<file path="src/wdk_pkg.sv">
// wdk_pkg: constants for the key-controlled watchdog timer
// assumes a single 50 MHz system clock and an Avalon-MM register slave
package wdk_pkg;
    // ==========================================================
    // register map (byte addresses, one word each)
    localparam logic [3:0] WDK_OFS_CTRL    = 4'h0;   // watchdog_control
    localparam logic [3:0] WDK_OFS_AUX     = 4'h4;   // aux_mode_and_reset_flags
    localparam logic [3:0] WDK_OFS_STAT    = 4'h8;   // event status, read clears
    localparam logic [3:0] WDK_OFS_MASK    = 4'hC;   // event mask
    // ==========================================================
    // reset values and field positions
    localparam logic [7:0] WDK_CTRL_RST    = 8'h53;  // key 01010, select 011
    localparam logic [4:0] WDK_KEY_OFF     = 5'h15;  // 10101 disables
    localparam logic [4:0] WDK_KEY_ON      = 5'h0A;  // 01010 enables
    localparam int         WDK_KEY_LSB     = 3;      // key field bits 7:3
    localparam int         WDK_AUX_KEEP    = 7;      // idle_sysclk_keep
    localparam int         WDK_AUX_RSV3    = 3;      // reserved_bit_three
    localparam int         WDK_AUX_LVR     = 2;      // low_voltage_reset_flag
    localparam int         WDK_AUX_CRF     = 0;      // ctrl_reg_reset_flag
    localparam int         WDK_SEL_BASE    = 8;      // period = 2^(8+sel)
    localparam int         WDK_CNT_W       = 16;     // free-running counter width
    // status / mask bit positions
    localparam int         WDK_EV_KEY      = 0;      // key software reset
    localparam int         WDK_EV_RUN      = 1;      // overflow, normal run
    localparam int         WDK_EV_SLP      = 2;      // overflow in sleep/idle
    // ==========================================================
    // timing
    localparam int         WDK_SYS_HZ      = 50_000_000;
    localparam int         WDK_OSC_HZ      = 32_000; // nominal low-speed osc
    localparam int         WDK_OSC_DIV     = WDK_SYS_HZ / WDK_OSC_HZ; // 1562
    localparam int         WDK_KEY_DLY     = 3;      // osc ticks before key reset, 2-3 periods
endpackage

</file>
<file path="src/wdk_osc_tick.sv">
// wdk_osc_tick: one-cycle tick at the low-speed oscillator rate
// assumes clk_sys; the tick models the low_speed_rc_osc edge
`timescale 1ns/10ps
`default_nettype none
module wdk_osc_tick #(
    parameter int DIV = 1562                         // sys cycles per tick
) (
    input  wire logic clk_sys,                       // system clock
    input  wire logic rst_n,                         // sync reset, low
    input  wire logic run,                           // clock runs while high
    output logic      tick                           // one-cycle pulse
);
    // ==========================================================
    // divider
    logic [15:0] cnt_r;                              // divide counter
    logic [15:0] cnt_nxt;
    logic        tick_nxt;

    // stopping the count freezes the osc clock, as when disabled
    always_comb begin
        cnt_nxt  = cnt_r;
        tick_nxt = 1'b0;
        if (run) begin
            if (cnt_r == 16'(DIV - 1)) begin
                cnt_nxt  = 16'h0000;
                tick_nxt = 1'b1;
            end else begin
                cnt_nxt = cnt_r + 16'h0001;
            end
        end
    end

    always_ff @(posedge clk_sys) begin
        if (!rst_n) begin
            cnt_r <= 16'h0000;
            tick  <= 1'b0;
        end else begin
            cnt_r <= cnt_nxt;
            tick  <= tick_nxt;
        end
    end
endmodule
`default_nettype wire

</file>
<file path="src/wdk_watchdog.sv">
// wdk_watchdog: key-controlled watchdog with reset flags and interrupt
// assumes the cpu core gives clear/halt pulses and a wake pulse
// Overview of operation
// - count low-speed osc ticks, divided 2^8..2^15
// - period 2^(8+select), select resets to 011
// - key 10101 disables, 01010 enables watchdog
// - bad key resets device 2-3 ticks later
// - key reset flag set by hardware only
// - low-voltage flag clears by 0, sets by event
// - unimplemented aux bits read as zero
// - overflow when running resets device, sets expired
// - overflow in sleep sets both, core-only reset
// - counter clears: key reset, pin, clear, halt
// - clear and halt are the instructions that clear counter
// - longest 2^15, shortest 2^8 ticks
// - halt clears counter; disabled stops its clock
// - power-down flag: halt sets, clear resets
//
// The register addresses and the Avalon-MM register port were left to the implementer.
`timescale 1ns/10ps
`default_nettype none
module wdk_watchdog #(
    parameter int OSC_DIV = wdk_pkg::WDK_OSC_DIV     // sys cycles per osc tick
) (
    input  wire logic        clk_sys,                // 50 MHz system clock
    input  wire logic        rst_n,                  // sync reset, low
    input  wire logic        resetPinLow,            // external reset pin low
    input  wire logic        lowVoltEvent,           // low-voltage reset pulse
    input  wire logic        clrWdtExec,             // clear instruction pulse
    input  wire logic        haltExec,               // halt instruction pulse
    input  wire logic        wakeExec,               // core resumed from sleep
    input  wire logic [3:0]  avs_address,            // byte address
    input  wire logic        avs_read,               // read strobe
    input  wire logic        avs_write,              // write strobe
    input  wire logic [31:0] avs_writedata,          // write data
    input  wire logic [3:0]  avs_byteenable,         // byte lanes
    output logic [31:0]      avs_readdata,           // read data
    output logic             avs_waitrequest,        // stall
    output logic             devReset,               // full device reset pulse
    output logic             coreReset,              // pc/stack reset pulse
    output logic             expiredFlag,            // watchdog_expired_flag
    output logic             powerDownFlag,          // power_down_flag
    output logic             irq                     // level interrupt
);
    import wdk_pkg::*;
    // ==========================================================
    // state
    logic [7:0]           ctrl_r, ctrl_nxt;          // watchdog_control
    logic                 keep_r, keep_nxt;          // idle_sysclk_keep
    logic                 rsv3_r, rsv3_nxt;          // reserved_bit_three
    logic                 lvr_r, lvr_nxt;            // low_voltage_reset_flag
    logic                 crf_r, crf_nxt;            // ctrl_reg_reset_flag
    logic [2:0]           stat_r, stat_nxt;          // sticky events
    logic [2:0]           mask_r, mask_nxt;          // event mask
    logic [WDK_CNT_W-1:0] cnt_r, cnt_nxt;            // free-running counter
    logic                 sleep_r, sleep_nxt;        // in sleep/idle
    logic                 keyPend_r, keyPend_nxt;    // bad key seen
    logic [1:0]           keyTk_r, keyTk_nxt;        // ticks since bad key
    logic                 ack_r, ack_nxt;            // bus answer phase
    logic [31:0]          rdata_nxt;
    logic                 devRst_nxt, coreRst_nxt, to_nxt, pdf_nxt, irq_nxt;
    logic                 tick;                      // osc tick
    logic                 enabled;                   // watchdog running
    logic                 keyBad;                    // key not a valid code
    logic                 ovf;                       // selected bit wraps
    logic [WDK_CNT_W-1:0] cntInc;                    // counter plus one

    // true when the key field holds a valid code
    function automatic logic key_valid(input logic [4:0] k);
        key_valid = (k == WDK_KEY_OFF) || (k == WDK_KEY_ON);
    endfunction

    assign keyBad  = !key_valid(ctrl_r[7:WDK_KEY_LSB]);
    assign enabled = (ctrl_r[7:WDK_KEY_LSB] == WDK_KEY_ON);

    // ==========================================================
    // osc tick source, runs while enabled or a bad key is pending
    wdk_osc_tick #(.DIV(OSC_DIV)) u_tick (
        .clk_sys (clk_sys),
        .rst_n   (rst_n),
        .run     (enabled || keyPend_r),
        .tick    (tick)
    );

    // overflow: the bit picked by the select field carries out.
    // bit (7+sel) of the incremented count falls from 1 to 0 every
    // 2^(8+sel) ticks
    assign cntInc = cnt_r + {{(WDK_CNT_W-1){1'b0}}, 1'b1};
    assign ovf = tick && enabled && cnt_r[WDK_SEL_BASE - 1 + int'(ctrl_r[2:0])]
                 && !cntInc[WDK_SEL_BASE - 1 + int'(ctrl_r[2:0])];

    // ==========================================================
    // next-state logic for counter, flags, bus and outputs
    always_comb begin
        ctrl_nxt    = ctrl_r;
        keep_nxt    = keep_r;
        rsv3_nxt    = rsv3_r;
        lvr_nxt     = lvr_r;
        crf_nxt     = crf_r;
        stat_nxt    = stat_r;
        mask_nxt    = mask_r;
        cnt_nxt     = cnt_r;
        sleep_nxt   = sleep_r;
        keyPend_nxt = keyPend_r;
        keyTk_nxt   = keyTk_r;
        ack_nxt     = 1'b0;
        rdata_nxt   = 32'h0000_0000;
        devRst_nxt  = 1'b0;
        coreRst_nxt = 1'b0;
        to_nxt      = expiredFlag;
        pdf_nxt     = powerDownFlag;
        // counting
        if (tick && enabled) begin
            cnt_nxt = cntInc;
        end
        // bus: one wait cycle, then answer in the ack cycle
        if ((avs_read || avs_write) && !ack_r) begin
            ack_nxt = 1'b1;
        end
        if (ack_r && avs_write) begin
            case (avs_address)
                WDK_OFS_CTRL: begin
                    if (avs_byteenable[0]) begin
                        ctrl_nxt = avs_writedata[7:0];
                    end
                end
                WDK_OFS_AUX: begin
                    if (avs_byteenable[0]) begin
                        keep_nxt = avs_writedata[WDK_AUX_KEEP];
                        rsv3_nxt = avs_writedata[WDK_AUX_RSV3];
                        // writes only clear, never set
                        if (!avs_writedata[WDK_AUX_LVR]) begin
                            lvr_nxt = 1'b0;
                        end
                        if (!avs_writedata[WDK_AUX_CRF]) begin
                            crf_nxt = 1'b0;
                        end
                    end
                end
                WDK_OFS_MASK: begin
                    if (avs_byteenable[0]) begin
                        mask_nxt = avs_writedata[2:0];
                    end
                end
                default: begin
                    // unmapped or read-only: ignored
                end
            endcase
        end
        // read data is loaded in the wait cycle so it stands while waitrequest is low
        if (avs_read && !ack_r) begin
            case (avs_address)
                WDK_OFS_CTRL: rdata_nxt[7:0] = ctrl_r;
                WDK_OFS_AUX: begin
                    // bits 6:4 and 1 are not implemented
                    rdata_nxt[WDK_AUX_KEEP] = keep_r;
                    rdata_nxt[WDK_AUX_RSV3] = rsv3_r;
                    rdata_nxt[WDK_AUX_LVR]  = lvr_r;
                    rdata_nxt[WDK_AUX_CRF]  = crf_r;
                end
                WDK_OFS_STAT: rdata_nxt[2:0] = stat_r;
                WDK_OFS_MASK: rdata_nxt[2:0] = mask_r;
                default: rdata_nxt = 32'h0000_0000;
            endcase
        end
        // read clears only the bits reported, so an event in the wait cycle survives
        if (ack_r && avs_read && (avs_address == WDK_OFS_STAT)) begin
            stat_nxt = stat_r & ~avs_readdata[2:0];
        end
        // clear instruction: one of two instructions clearing the count, with halt
        if (clrWdtExec) begin
            cnt_nxt = '0;
            pdf_nxt = 1'b0;
            to_nxt  = 1'b0;
        end
        // halt: enter sleep, counter cleared and keeps running if on
        if (haltExec) begin
            cnt_nxt   = '0;
            pdf_nxt   = 1'b1;
            to_nxt    = 1'b0;
            sleep_nxt = 1'b1;
        end
        if (wakeExec) begin
            sleep_nxt = 1'b0;
        end
        // bad key: count the set number of ticks, then reset the device
        if (keyBad && !keyPend_r) begin
            keyPend_nxt = 1'b1;
            keyTk_nxt   = 2'b00;
        end else if (keyPend_r && tick) begin
            if (keyTk_r == 2'(WDK_KEY_DLY - 1)) begin
                devRst_nxt  = 1'b1;
                crf_nxt     = 1'b1;
                stat_nxt[WDK_EV_KEY] = 1'b1;
                ctrl_nxt    = WDK_CTRL_RST;
                cnt_nxt     = '0;
                keyPend_nxt = 1'b0;
                sleep_nxt   = 1'b0;
            end else begin
                keyTk_nxt = keyTk_r + 2'b01;
            end
        end
        // overflow: full reset when running, core reset when asleep
        if (ovf) begin
            to_nxt = 1'b1;
            cnt_nxt = '0;
            if (sleep_r) begin
                pdf_nxt     = 1'b1;
                coreRst_nxt = 1'b1;
                sleep_nxt   = 1'b0;
                stat_nxt[WDK_EV_SLP] = 1'b1;
            end else begin
                devRst_nxt  = 1'b1;
                ctrl_nxt    = WDK_CTRL_RST;
                stat_nxt[WDK_EV_RUN] = 1'b1;
            end
        end
        // external reset pin holds the counter clear
        if (resetPinLow) begin
            cnt_nxt = '0;
        end
        // hardware set beats a same-cycle software clear
        if (lowVoltEvent) begin
            lvr_nxt = 1'b1;
        end
        irq_nxt = |(stat_nxt & mask_r);
    end

    // ==========================================================
    // registers
    always_ff @(posedge clk_sys) begin
        if (!rst_n) begin
            ctrl_r        <= WDK_CTRL_RST;
            keep_r        <= 1'b0;
            rsv3_r        <= 1'b0;
            lvr_r         <= 1'b0;
            crf_r         <= 1'b0;
            stat_r        <= 3'b000;
            mask_r        <= 3'b000;
            cnt_r         <= '0;
            sleep_r       <= 1'b0;
            keyPend_r     <= 1'b0;
            keyTk_r       <= 2'b00;
            ack_r         <= 1'b0;
            avs_waitrequest <= 1'b1;                                  // stall until answered
            avs_readdata  <= 32'h0000_0000;
            devReset      <= 1'b0;
            coreReset     <= 1'b0;
            expiredFlag   <= 1'b0;
            powerDownFlag <= 1'b0;
            irq           <= 1'b0;
        end else begin
            ctrl_r        <= ctrl_nxt;
            keep_r        <= keep_nxt;
            rsv3_r        <= rsv3_nxt;
            lvr_r         <= lvr_nxt;
            crf_r         <= crf_nxt;
            stat_r        <= stat_nxt;
            mask_r        <= mask_nxt;
            cnt_r         <= cnt_nxt;
            sleep_r       <= sleep_nxt;
            keyPend_r     <= keyPend_nxt;
            keyTk_r       <= keyTk_nxt;
            ack_r         <= ack_nxt;
            avs_waitrequest <= !ack_nxt;                              // low only in answer cycle
            avs_readdata  <= rdata_nxt;
            devReset      <= devRst_nxt;
            coreReset     <= coreRst_nxt;
            expiredFlag   <= to_nxt;
            powerDownFlag <= pdf_nxt;
            irq           <= irq_nxt;
        end
    end

    // ==========================================================
    // checks
    chk_clear_instr: assert property (@(posedge clk_sys) disable iff (!rst_n)
        clrWdtExec && !haltExec && !ovf && !(keyPend_r && tick) |=> cnt_r == '0)
        else $error("counter not cleared by clear instruction");
    chk_halt_flags: assert property (@(posedge clk_sys) disable iff (!rst_n)
        haltExec && !ovf |=> powerDownFlag && sleep_r)
        else $error("halt did not set power-down");
    chk_clear_pdf: assert property (@(posedge clk_sys) disable iff (!rst_n)
        clrWdtExec && !haltExec && !ovf |=> !powerDownFlag)
        else $error("clear did not drop power-down");
    chk_run_ovf: assert property (@(posedge clk_sys) disable iff (!rst_n)
        ovf && !sleep_r |=> devReset && expiredFlag && !coreReset)
        else $error("run overflow did not reset device");
    chk_sleep_ovf: assert property (@(posedge clk_sys) disable iff (!rst_n)
        ovf && sleep_r |=> coreReset && expiredFlag && powerDownFlag && !devReset)
        else $error("sleep overflow wrong");
    chk_key_flag: assert property (@(posedge clk_sys) disable iff (!rst_n)
        !crf_r && !(keyPend_r && tick) |=> !crf_r)
        else $error("key reset flag set without key reset");
    chk_lvr_set: assert property (@(posedge clk_sys) disable iff (!rst_n)
        lowVoltEvent |=> lvr_r)
        else $error("low-voltage flag not set");
    chk_pin_clear: assert property (@(posedge clk_sys) disable iff (!rst_n)
        resetPinLow |=> cnt_r == '0)
        else $error("pin low did not clear counter");
    chk_off_stop: assert property (@(posedge clk_sys) disable iff (!rst_n)
        !enabled && !keyPend_r && !clrWdtExec && !haltExec && !resetPinLow
        && !ovf |=> $stable(cnt_r))
        else $error("counter moved while disabled");
    chk_key_delay: assert property (@(posedge clk_sys) disable iff (!rst_n)
        $rose(keyPend_r) |-> !devReset [*3])
        else $error("key reset too early");
endmodule
`default_nettype wire

</file>
<file path="config.mk">
export PLATFORM = sky130hd
export DESIGN_NAME = wdk_watchdog
export DESIGN_NICKNAME = d
export VERILOG_FILES = /design/src/wdk_pkg.sv /design/src/wdk_osc_tick.sv /design/src/wdk_watchdog.sv
export SDC_FILE = /design/constraint.sdc
export NUM_CORES = 1
export LEC_CHECK = 0
export CAP_MARGIN = 10
export CORE_MARGIN = 2
export CORE_UTILIZATION = 57
export DETAILED_ROUTE_END_ITERATION = 10
export DONT_BUFFER_PORTS = 1
export PLACE_DENSITY = 0.75
export SLEW_MARGIN = 20
export SYNTH_ARGS = -nofsm -noshare
export SYNTH_HDL_FRONTEND = slang
export SYNTH_SLANG_ARGS = --single-unit
</file>
<file path="constraint.sdc">
create_clock -name clk_sys -period 2.8 [get_ports clk_sys]
set_input_delay 0.14 -clock clk_sys [delete_from_list [all_inputs] [get_ports clk_sys]]
set_output_delay 0.14 -clock clk_sys [all_outputs]
set_load 0.05 [all_outputs]
</file>
# Yosys cells after proc, flatten, opt, wreduce, memory -nomap -nowiden
# Cells that the tools add are included.
[totals] regBits=94 inputBits=49 output_inout_bits=38 wordCells=148
[op_classes] addsub=4 magnitude_cmp=1 eq_ne=8 mux=70 bitwise_logic=5 reduce_logical=37
[ops] cell="$mux W16" n=7
[ops] cell="$mux W8" n=8
[ops] cell="$mux W1" n=46
[ops] cell="$add A16 B1 Y16 const B" n=2
[ops] cell="$eq A16 B11 Y1 const B" n=1
[ops] cell="$logic_and A1 B1 Y1" n=10
[ops] cell="$reduce_and A2 Y1" n=5
[ops] cell="$reduce_bool A2 Y1" n=5
[ops] cell="$reduce_and A3 Y1" n=3
[ops] cell="$bmux W1 S4" n=2
[ops] cell="$eq A4 B4 Y1 const B" n=2
[ops] cell="$pmux W1 S4" n=2
[ops] cell="$and A3 B3 Y3" n=2
[ops] cell="$reduce_or A3 Y1" n=2
[ops] cell="$eq A5 B4 Y1 const B" n=1
[ops] cell="$eq A5 B5 Y1 const B" n=1
[ops] cell="$logic_not A1 Y1" n=5
[ops] cell="$lt A4 B5 Y1 const B" n=1
[ops] cell="$add A3 B3 Y4 const A" n=1
[ops] cell="$eq A4 B3 Y1 const B" n=1
[ops] cell="$logic_not A4 Y1" n=1
[ops] cell="$pmux W1 S2" n=2
[ops] cell="$reduce_and A4 Y1" n=1
[ops] cell="$logic_or A1 B1 Y1" n=3
[ops] cell="other kinds (10)" n=11

# Longest topological paths before layout
[depth] depth_word=9 ltp_mapped=12 depth_no_buf=9

# Hierarchy
# From an unflattened synthesis, not the netlist that was laid out.
[hier_totals] hier_cells=415 hier_area_um2=3738.6
[by_module_without_submodules] mod="wdk_watchdog" n_inst=1 cells_each=326 area_each_um2=2946.6 seq_area_each_um2=1061.0
[by_module_without_submodules] mod="wdk_osc_tick" n_inst=1 cells_each=89 area_each_um2=792.0 seq_area_each_um2=340.3

# Least setup slack after synthesis
# OpenSTA, ideal clock, no wires.
[synth_path] path_kind="register to register" startpoint="reg ctrl_r[0]" endpoint="reg sleep_r" setup_ns=0.100 arrival_time_ns=2.731 t_required_ns=2.700 slack_ns=-0.030 stages_incl_launch_ff=11 n_path_buf=2 period_less_slack_ns=2.830 cell_sequence="dfxtp_1 -> clkbuf_1 -> inv_1 -> ha_1 -> xnor2_1 -> mux4_1 -> o21a_1 -> o211ai_1 -> o21ba_2 -> buf_6 -> a2111oi_4"
[synth_via] elab_chain_len=7 word_cells_on_any_way=11 cone_classes="add/sub: 1; mux: 7; reduce/logical: 3"
[synth_lines] item="start, declared" line_no="wdk_watchdog.sv:48" text="logic [7:0] ctrl_r, ctrl_nxt;"
[synth_lines] item="start signal, assigned" line_no="wdk_watchdog.sv:253" text="ctrl_r <= ctrl_nxt;"
[synth_lines] item="$add A3 B3 Y4 (*)" line_no="wdk_watchdog.sv:89, wdk_watchdog.sv:90"
[synth_lines] item="$bmux W1 S4, on equally long branches" line_no="wdk_watchdog.sv:89, wdk_watchdog.sv:90"
[synth_lines] item="$mux W1, on equally long branches (2 in a row)" line_no="wdk_watchdog.sv:89, wdk_watchdog.sv:90"
[synth_lines] item="$logic_and A1 B1 Y1 / $logic_not A1 Y1 (equally long branches)" line_no="wdk_watchdog.sv:89, wdk_watchdog.sv:90"
[synth_lines] item="$logic_and A1 B1 Y1 (*)" line_no="wdk_watchdog.sv:90" text="&& !cntInc[WDK_SEL_BASE - 1 + int'(ctrl_r[2:0])];"
[synth_lines] item="$mux W1 (*)" line_no="wdk_watchdog.sv:204" text="if (ovf) begin"
[synth_lines] item="end signal, assigned" line_no="wdk_watchdog.sv:261" text="sleep_r <= sleep_nxt;"
[synth_lines] item="end, declared" line_no="wdk_watchdog.sv:56" text="logic sleep_r, sleep_nxt;"
# Mark *: on every way between the ends. The rest lies on a longest branch, timed or not. The select of a mux whose other input is x is not followed.
# A chain may end at the register's enable or synchronous reset.

# Worst setup path in the final report
[layout_path] startpoint="reg ctrl_r[1]" endpoint="reg ctrl_r[4]"
[layout_via] elab_chain_len=7 word_cells_on_any_way=11 cone_classes="add/sub: 1; mux: 7; reduce/logical: 3"
[layout_lines] item="$add A3 B3 Y4 (*)" line_no="wdk_watchdog.sv:89, wdk_watchdog.sv:90"
[layout_lines] item="$bmux W1 S4, on equally long branches" line_no="wdk_watchdog.sv:89, wdk_watchdog.sv:90"
[layout_lines] item="$mux W1, on equally long branches (2 in a row)" line_no="wdk_watchdog.sv:89, wdk_watchdog.sv:90"
[layout_lines] item="$logic_and A1 B1 Y1 / $logic_not A1 Y1 (equally long branches)" line_no="wdk_watchdog.sv:89, wdk_watchdog.sv:90"
[layout_lines] item="$logic_and A1 B1 Y1 (*)" line_no="wdk_watchdog.sv:90"
[layout_lines] item="$mux W8 (*)" line_no="wdk_watchdog.sv:204"
# Marks and branches as above.

==> results.sh <==
export IMPL_drc=0
export IMPL_antenna_cells=0
export IMPL_grt_pass1_vias=2950
export IMPL_wl_per_cell_um=14.7
export IMPL_initial_utilization_pct=58.8
export IMPL_die_height_um=84.7
export IMPL_cts_setup_buffers=0
export IMPL_crit_path_max_fanout=13
export IMPL_peakVddDrop_mv=0.531
export IMPL_die_width_um=84.7
export IMPL_critPathLaunchType="flop"
export IMPL_dp_hpwl_mm=5.35
export IMPL_dieArea_um2=7180
export IMPL_placementRows=29
export IMPL_slew_headroom_pct=63.4
export IMPL_ys_seq_elements=70
export IMPL_hold_start="avs_writedata[0]"
export IMPL_drtIter0Drc=100
export IMPL_period_minus_slack_ns=2.65
export IMPL_synth_compound_area_share_pct=12.3
export IMPL_cap_violations=0
export IMPL_clkTransAtPathRegs_ns=0.08
export IMPL_synth_top_area_share_pct=37.7
export IMPL_antenna_found_initial=0
export IMPL_cts_inserted_buffers=9
export IMPL_crit_required_ns=3.05
export IMPL_place_congestion=0.860
export IMPL_cts_tree="built"
export IMPL_synthSimpleGateAreaFrac_pct=23.2
export IMPL_area_growth_pct=12.1
export IMPL_synthMuxAreaShare_pct=7.28
export IMPL_grt_usage_pct=23.2
export IMPL_antenna_left=0
export IMPL_reg2reg_from="ctrl_r[1]$_SDFF_PN1_"
export IMPL_grt_max_degree=17
export IMPL_final_nets=510
export IMPL_io_pins=87
export IMPL_synthAdderAreaFrac_pct=1.68
export IMPL_rsz0062_at_grt="no"
export IMPL_slew_violations=0
export IMPL_powerDensity_nw_per_um2=508
export IMPL_rrSetupSlack_ns=0.15
export IMPL_clock_sinks=70
export IMPL_hold_viol_final=0
export IMPL_via_per_inst=5.57
export IMPL_grt_pass1_wl_mm=13.5
export IMPL_cts_max_path_buffers=2
export IMPL_n_fill_cell=532
export IMPL_synthXorXnorAreaFrac_pct=8.96
export IMPL_endpoint_kind="flop"
export IMPL_ys_seq_area_share_pct=37.7
export IMPL_drive_above_1_share_pct=10.4
export IMPL_critPathKind="reg -> reg"
export IMPL_synth_area_leaders="dfxtp_1 (38%), nor2_1 (5.8%), xor2_1 (5.7%)"
export IMPL_cts_htree_levels=3
export IMPL_setup_viol=0
export IMPL_run_status="finished, final reports clean"
export IMPL_dr_pass1_iters=4
export IMPL_place_area_um2=3770
export IMPL_timing_clock_skew_ns=0.00834
export IMPL_insertion_delay_ns=0.35
export IMPL_worstHoldPathCells=2
export IMPL_synth_top_family_by_area="simple AND/OR/NAND/NOR gates"
export IMPL_r2r_cells=9
export IMPL_worstMarginPinSlew_ns=0.548
export IMPL_async_flop_share_pct=0
export IMPL_critPathArrivalTime_ns=2.89
export IMPL_portBuffers=0
export IMPL_wirelength_mm=7.92
export IMPL_core_area_um2=6310
export IMPL_fmax_ghz=0.378
export IMPL_design_area_um2=4160
export IMPL_yosysUniqueCellTypes=55
export IMPL_leakage_nw=1.66
export IMPL_fin_setup_tns_ns=0
export IMPL_hold_class="in -> reg"
export IMPL_period_share_pct=94.5
export IMPL_synth_edf_count=0
export IMPL_synth_ff_type="dfxtp_1"
export IMPL_syn_cell_area_um2=3710
export IMPL_synth_avg_cell_area_um2=8.62
export IMPL_netlist_top_cell_by_area="dfxtp_1"
export IMPL_min_to="crf_r$_SDFF_PN0_"
export IMPL_vias=2998
export IMPL_grt_overflow=0
export IMPL_root_buffer="clkbuf_8"
export IMPL_syn_inst=431
export IMPL_r2r_end="ctrl_r[4]$_SDFF_PN1_"
export IMPL_yosys_warnings=0
worst max-delay path, stage by stage, from the launching register on:
cell and delay, ns:
dfxtp_1 0.37, inv_1 0.10, ha_1 0.43, mux4_2 0.54
mux2i_1 0.18, nand2_1 0.07, o211ai_1 0.15, o21ba_2 0.26
buf_12 0.16, a211o_1 0.28
stage by stage:
| stage | util (%) | worst slack [ns] | hold WS [ns] | power (mW) | instances |
|---|---|---|---|---|---|
| floorplan | - | 0.102 | 0.204 | 1.19 | 454 |
| global placement | 59.8 | 0.239 | 0.206 | 1.16 | 507 |
| detailed placement | 59.8 | 0.199 | 0.205 | 1.17 | 507 |
| CTS | 65.8 | 0.181 | 0.000106 | 2.13 | 538 |
| global route | 66.0 | 0.0175 | 0.00908 | 2.18 | 538 |
| finish | 66.0 | 0.153 | 0.00319 | 2.11 | 538 |
state kept, by name, summed over array words and instances, names as in the netlist, 2 cells and up:
name	count
stat_r	3
ctrl_r	8
u_tick.cnt_r	16
keyTk_r	2
mask_r	3
avs_readdata	8
cnt_r	16
power by group:
group / internal (mW) / switching [mW] / total, mW
clock: 0.515 / 0.432 / 0.947
sequential: 1.00 / 0.0199 / 1.02
combinational: 0.0345 / 0.107 / 0.142
kinds of logic (layout without fill, tap and decap cells):
kind of cell / after synthesis / in the layout
compound gates: 63 / 63
xor+xnor: 38 / 38
fa+ha+maj: 5 / 5
buf+inv: 55 / 62
flops: 70 / 70
mux: 20 / 20
other cells: 1 / 24
simple gates: 179 / 179
cell usage after synthesis (11+ instances only):
library cell  instances
inv_1                15
clkbuf_1             13
a21oi_1              15
nor2_1               57
xor2_1               24
xnor2_1              14
nor3_1               11
mux2i_1              12
nand2_1              52
dfxtp_1              70
buf_4                25
repair_timing:
item / in CTS / in global routing
hold endpoints to repair: 27 / 0
gates resized for setup: 0 / 2
setup endpoints to repair: 0 / 17
hold buffers: 15 / 0
per-layer routing:
layer	up-vias	wire length, um	GRT usage, %
met4	0	200	9.67
met2	87	3880	39.4
li1	1512	-	-
met1	1382	3460	28.3
met3	17	381	5.01
met5	-	0	0
layout by cell type, fill, tap and decap left out, drive strengths merged, types with 3 or more instances in the layout:
cell type	instances
dfxtp	70
nor2	57
nand2	52
xor2	24
conb	24
inv	18
buf	16
a21oi	15
dlygate4sd3	15
xnor2	14
mux2i	12
nor3	11
nand4	10
or3	9
clkbuf	9
nand3	9
o21ai	8
nor4	8
nor2b	6
a211oi	6
ha	5
mux4	5
and2	4
a211o	4
nor3b	3
o211ai	3
o21a	3
mux2	3
or4	3
a21boi	3
worst max-delay path by stage:
stage               cells after the start                   end            startpoint  slack, ns
floorplan                              11    sleep_r$_SDFF_PN0_  ctrl_r[0]$_SDFF_PN1_       0.10
global placement                        8   cnt_r[7]$_SDFF_PP0_   cnt_r[7]$_SDFF_PP0_       0.24
detailed placement                      9  ctrl_r[4]$_SDFF_PN1_  ctrl_r[1]$_SDFF_PN1_       0.20
CTS                                     8   cnt_r[7]$_SDFF_PP0_   cnt_r[6]$_SDFF_PP0_       0.18
global route                            7        irq$_SDFF_PN0_   cnt_r[7]$_SDFF_PP0_       0.02
finish                                  9  ctrl_r[4]$_SDFF_PN1_  ctrl_r[1]$_SDFF_PN1_       0.15
cell type report:
type                       instances  area (um^2)  share of cell area [%]
tap                               77         96.3                    2.31
timing repair buffer              31          283                    6.79
clock buffer                       9          124                    2.97
multi-input combinational        329         2100                    50.4
clock inverter                     7          105                    2.52
sequential                        70         1400                    33.7
inverter                          15         56.3                    1.35
(Power assumes the default switching activity.)
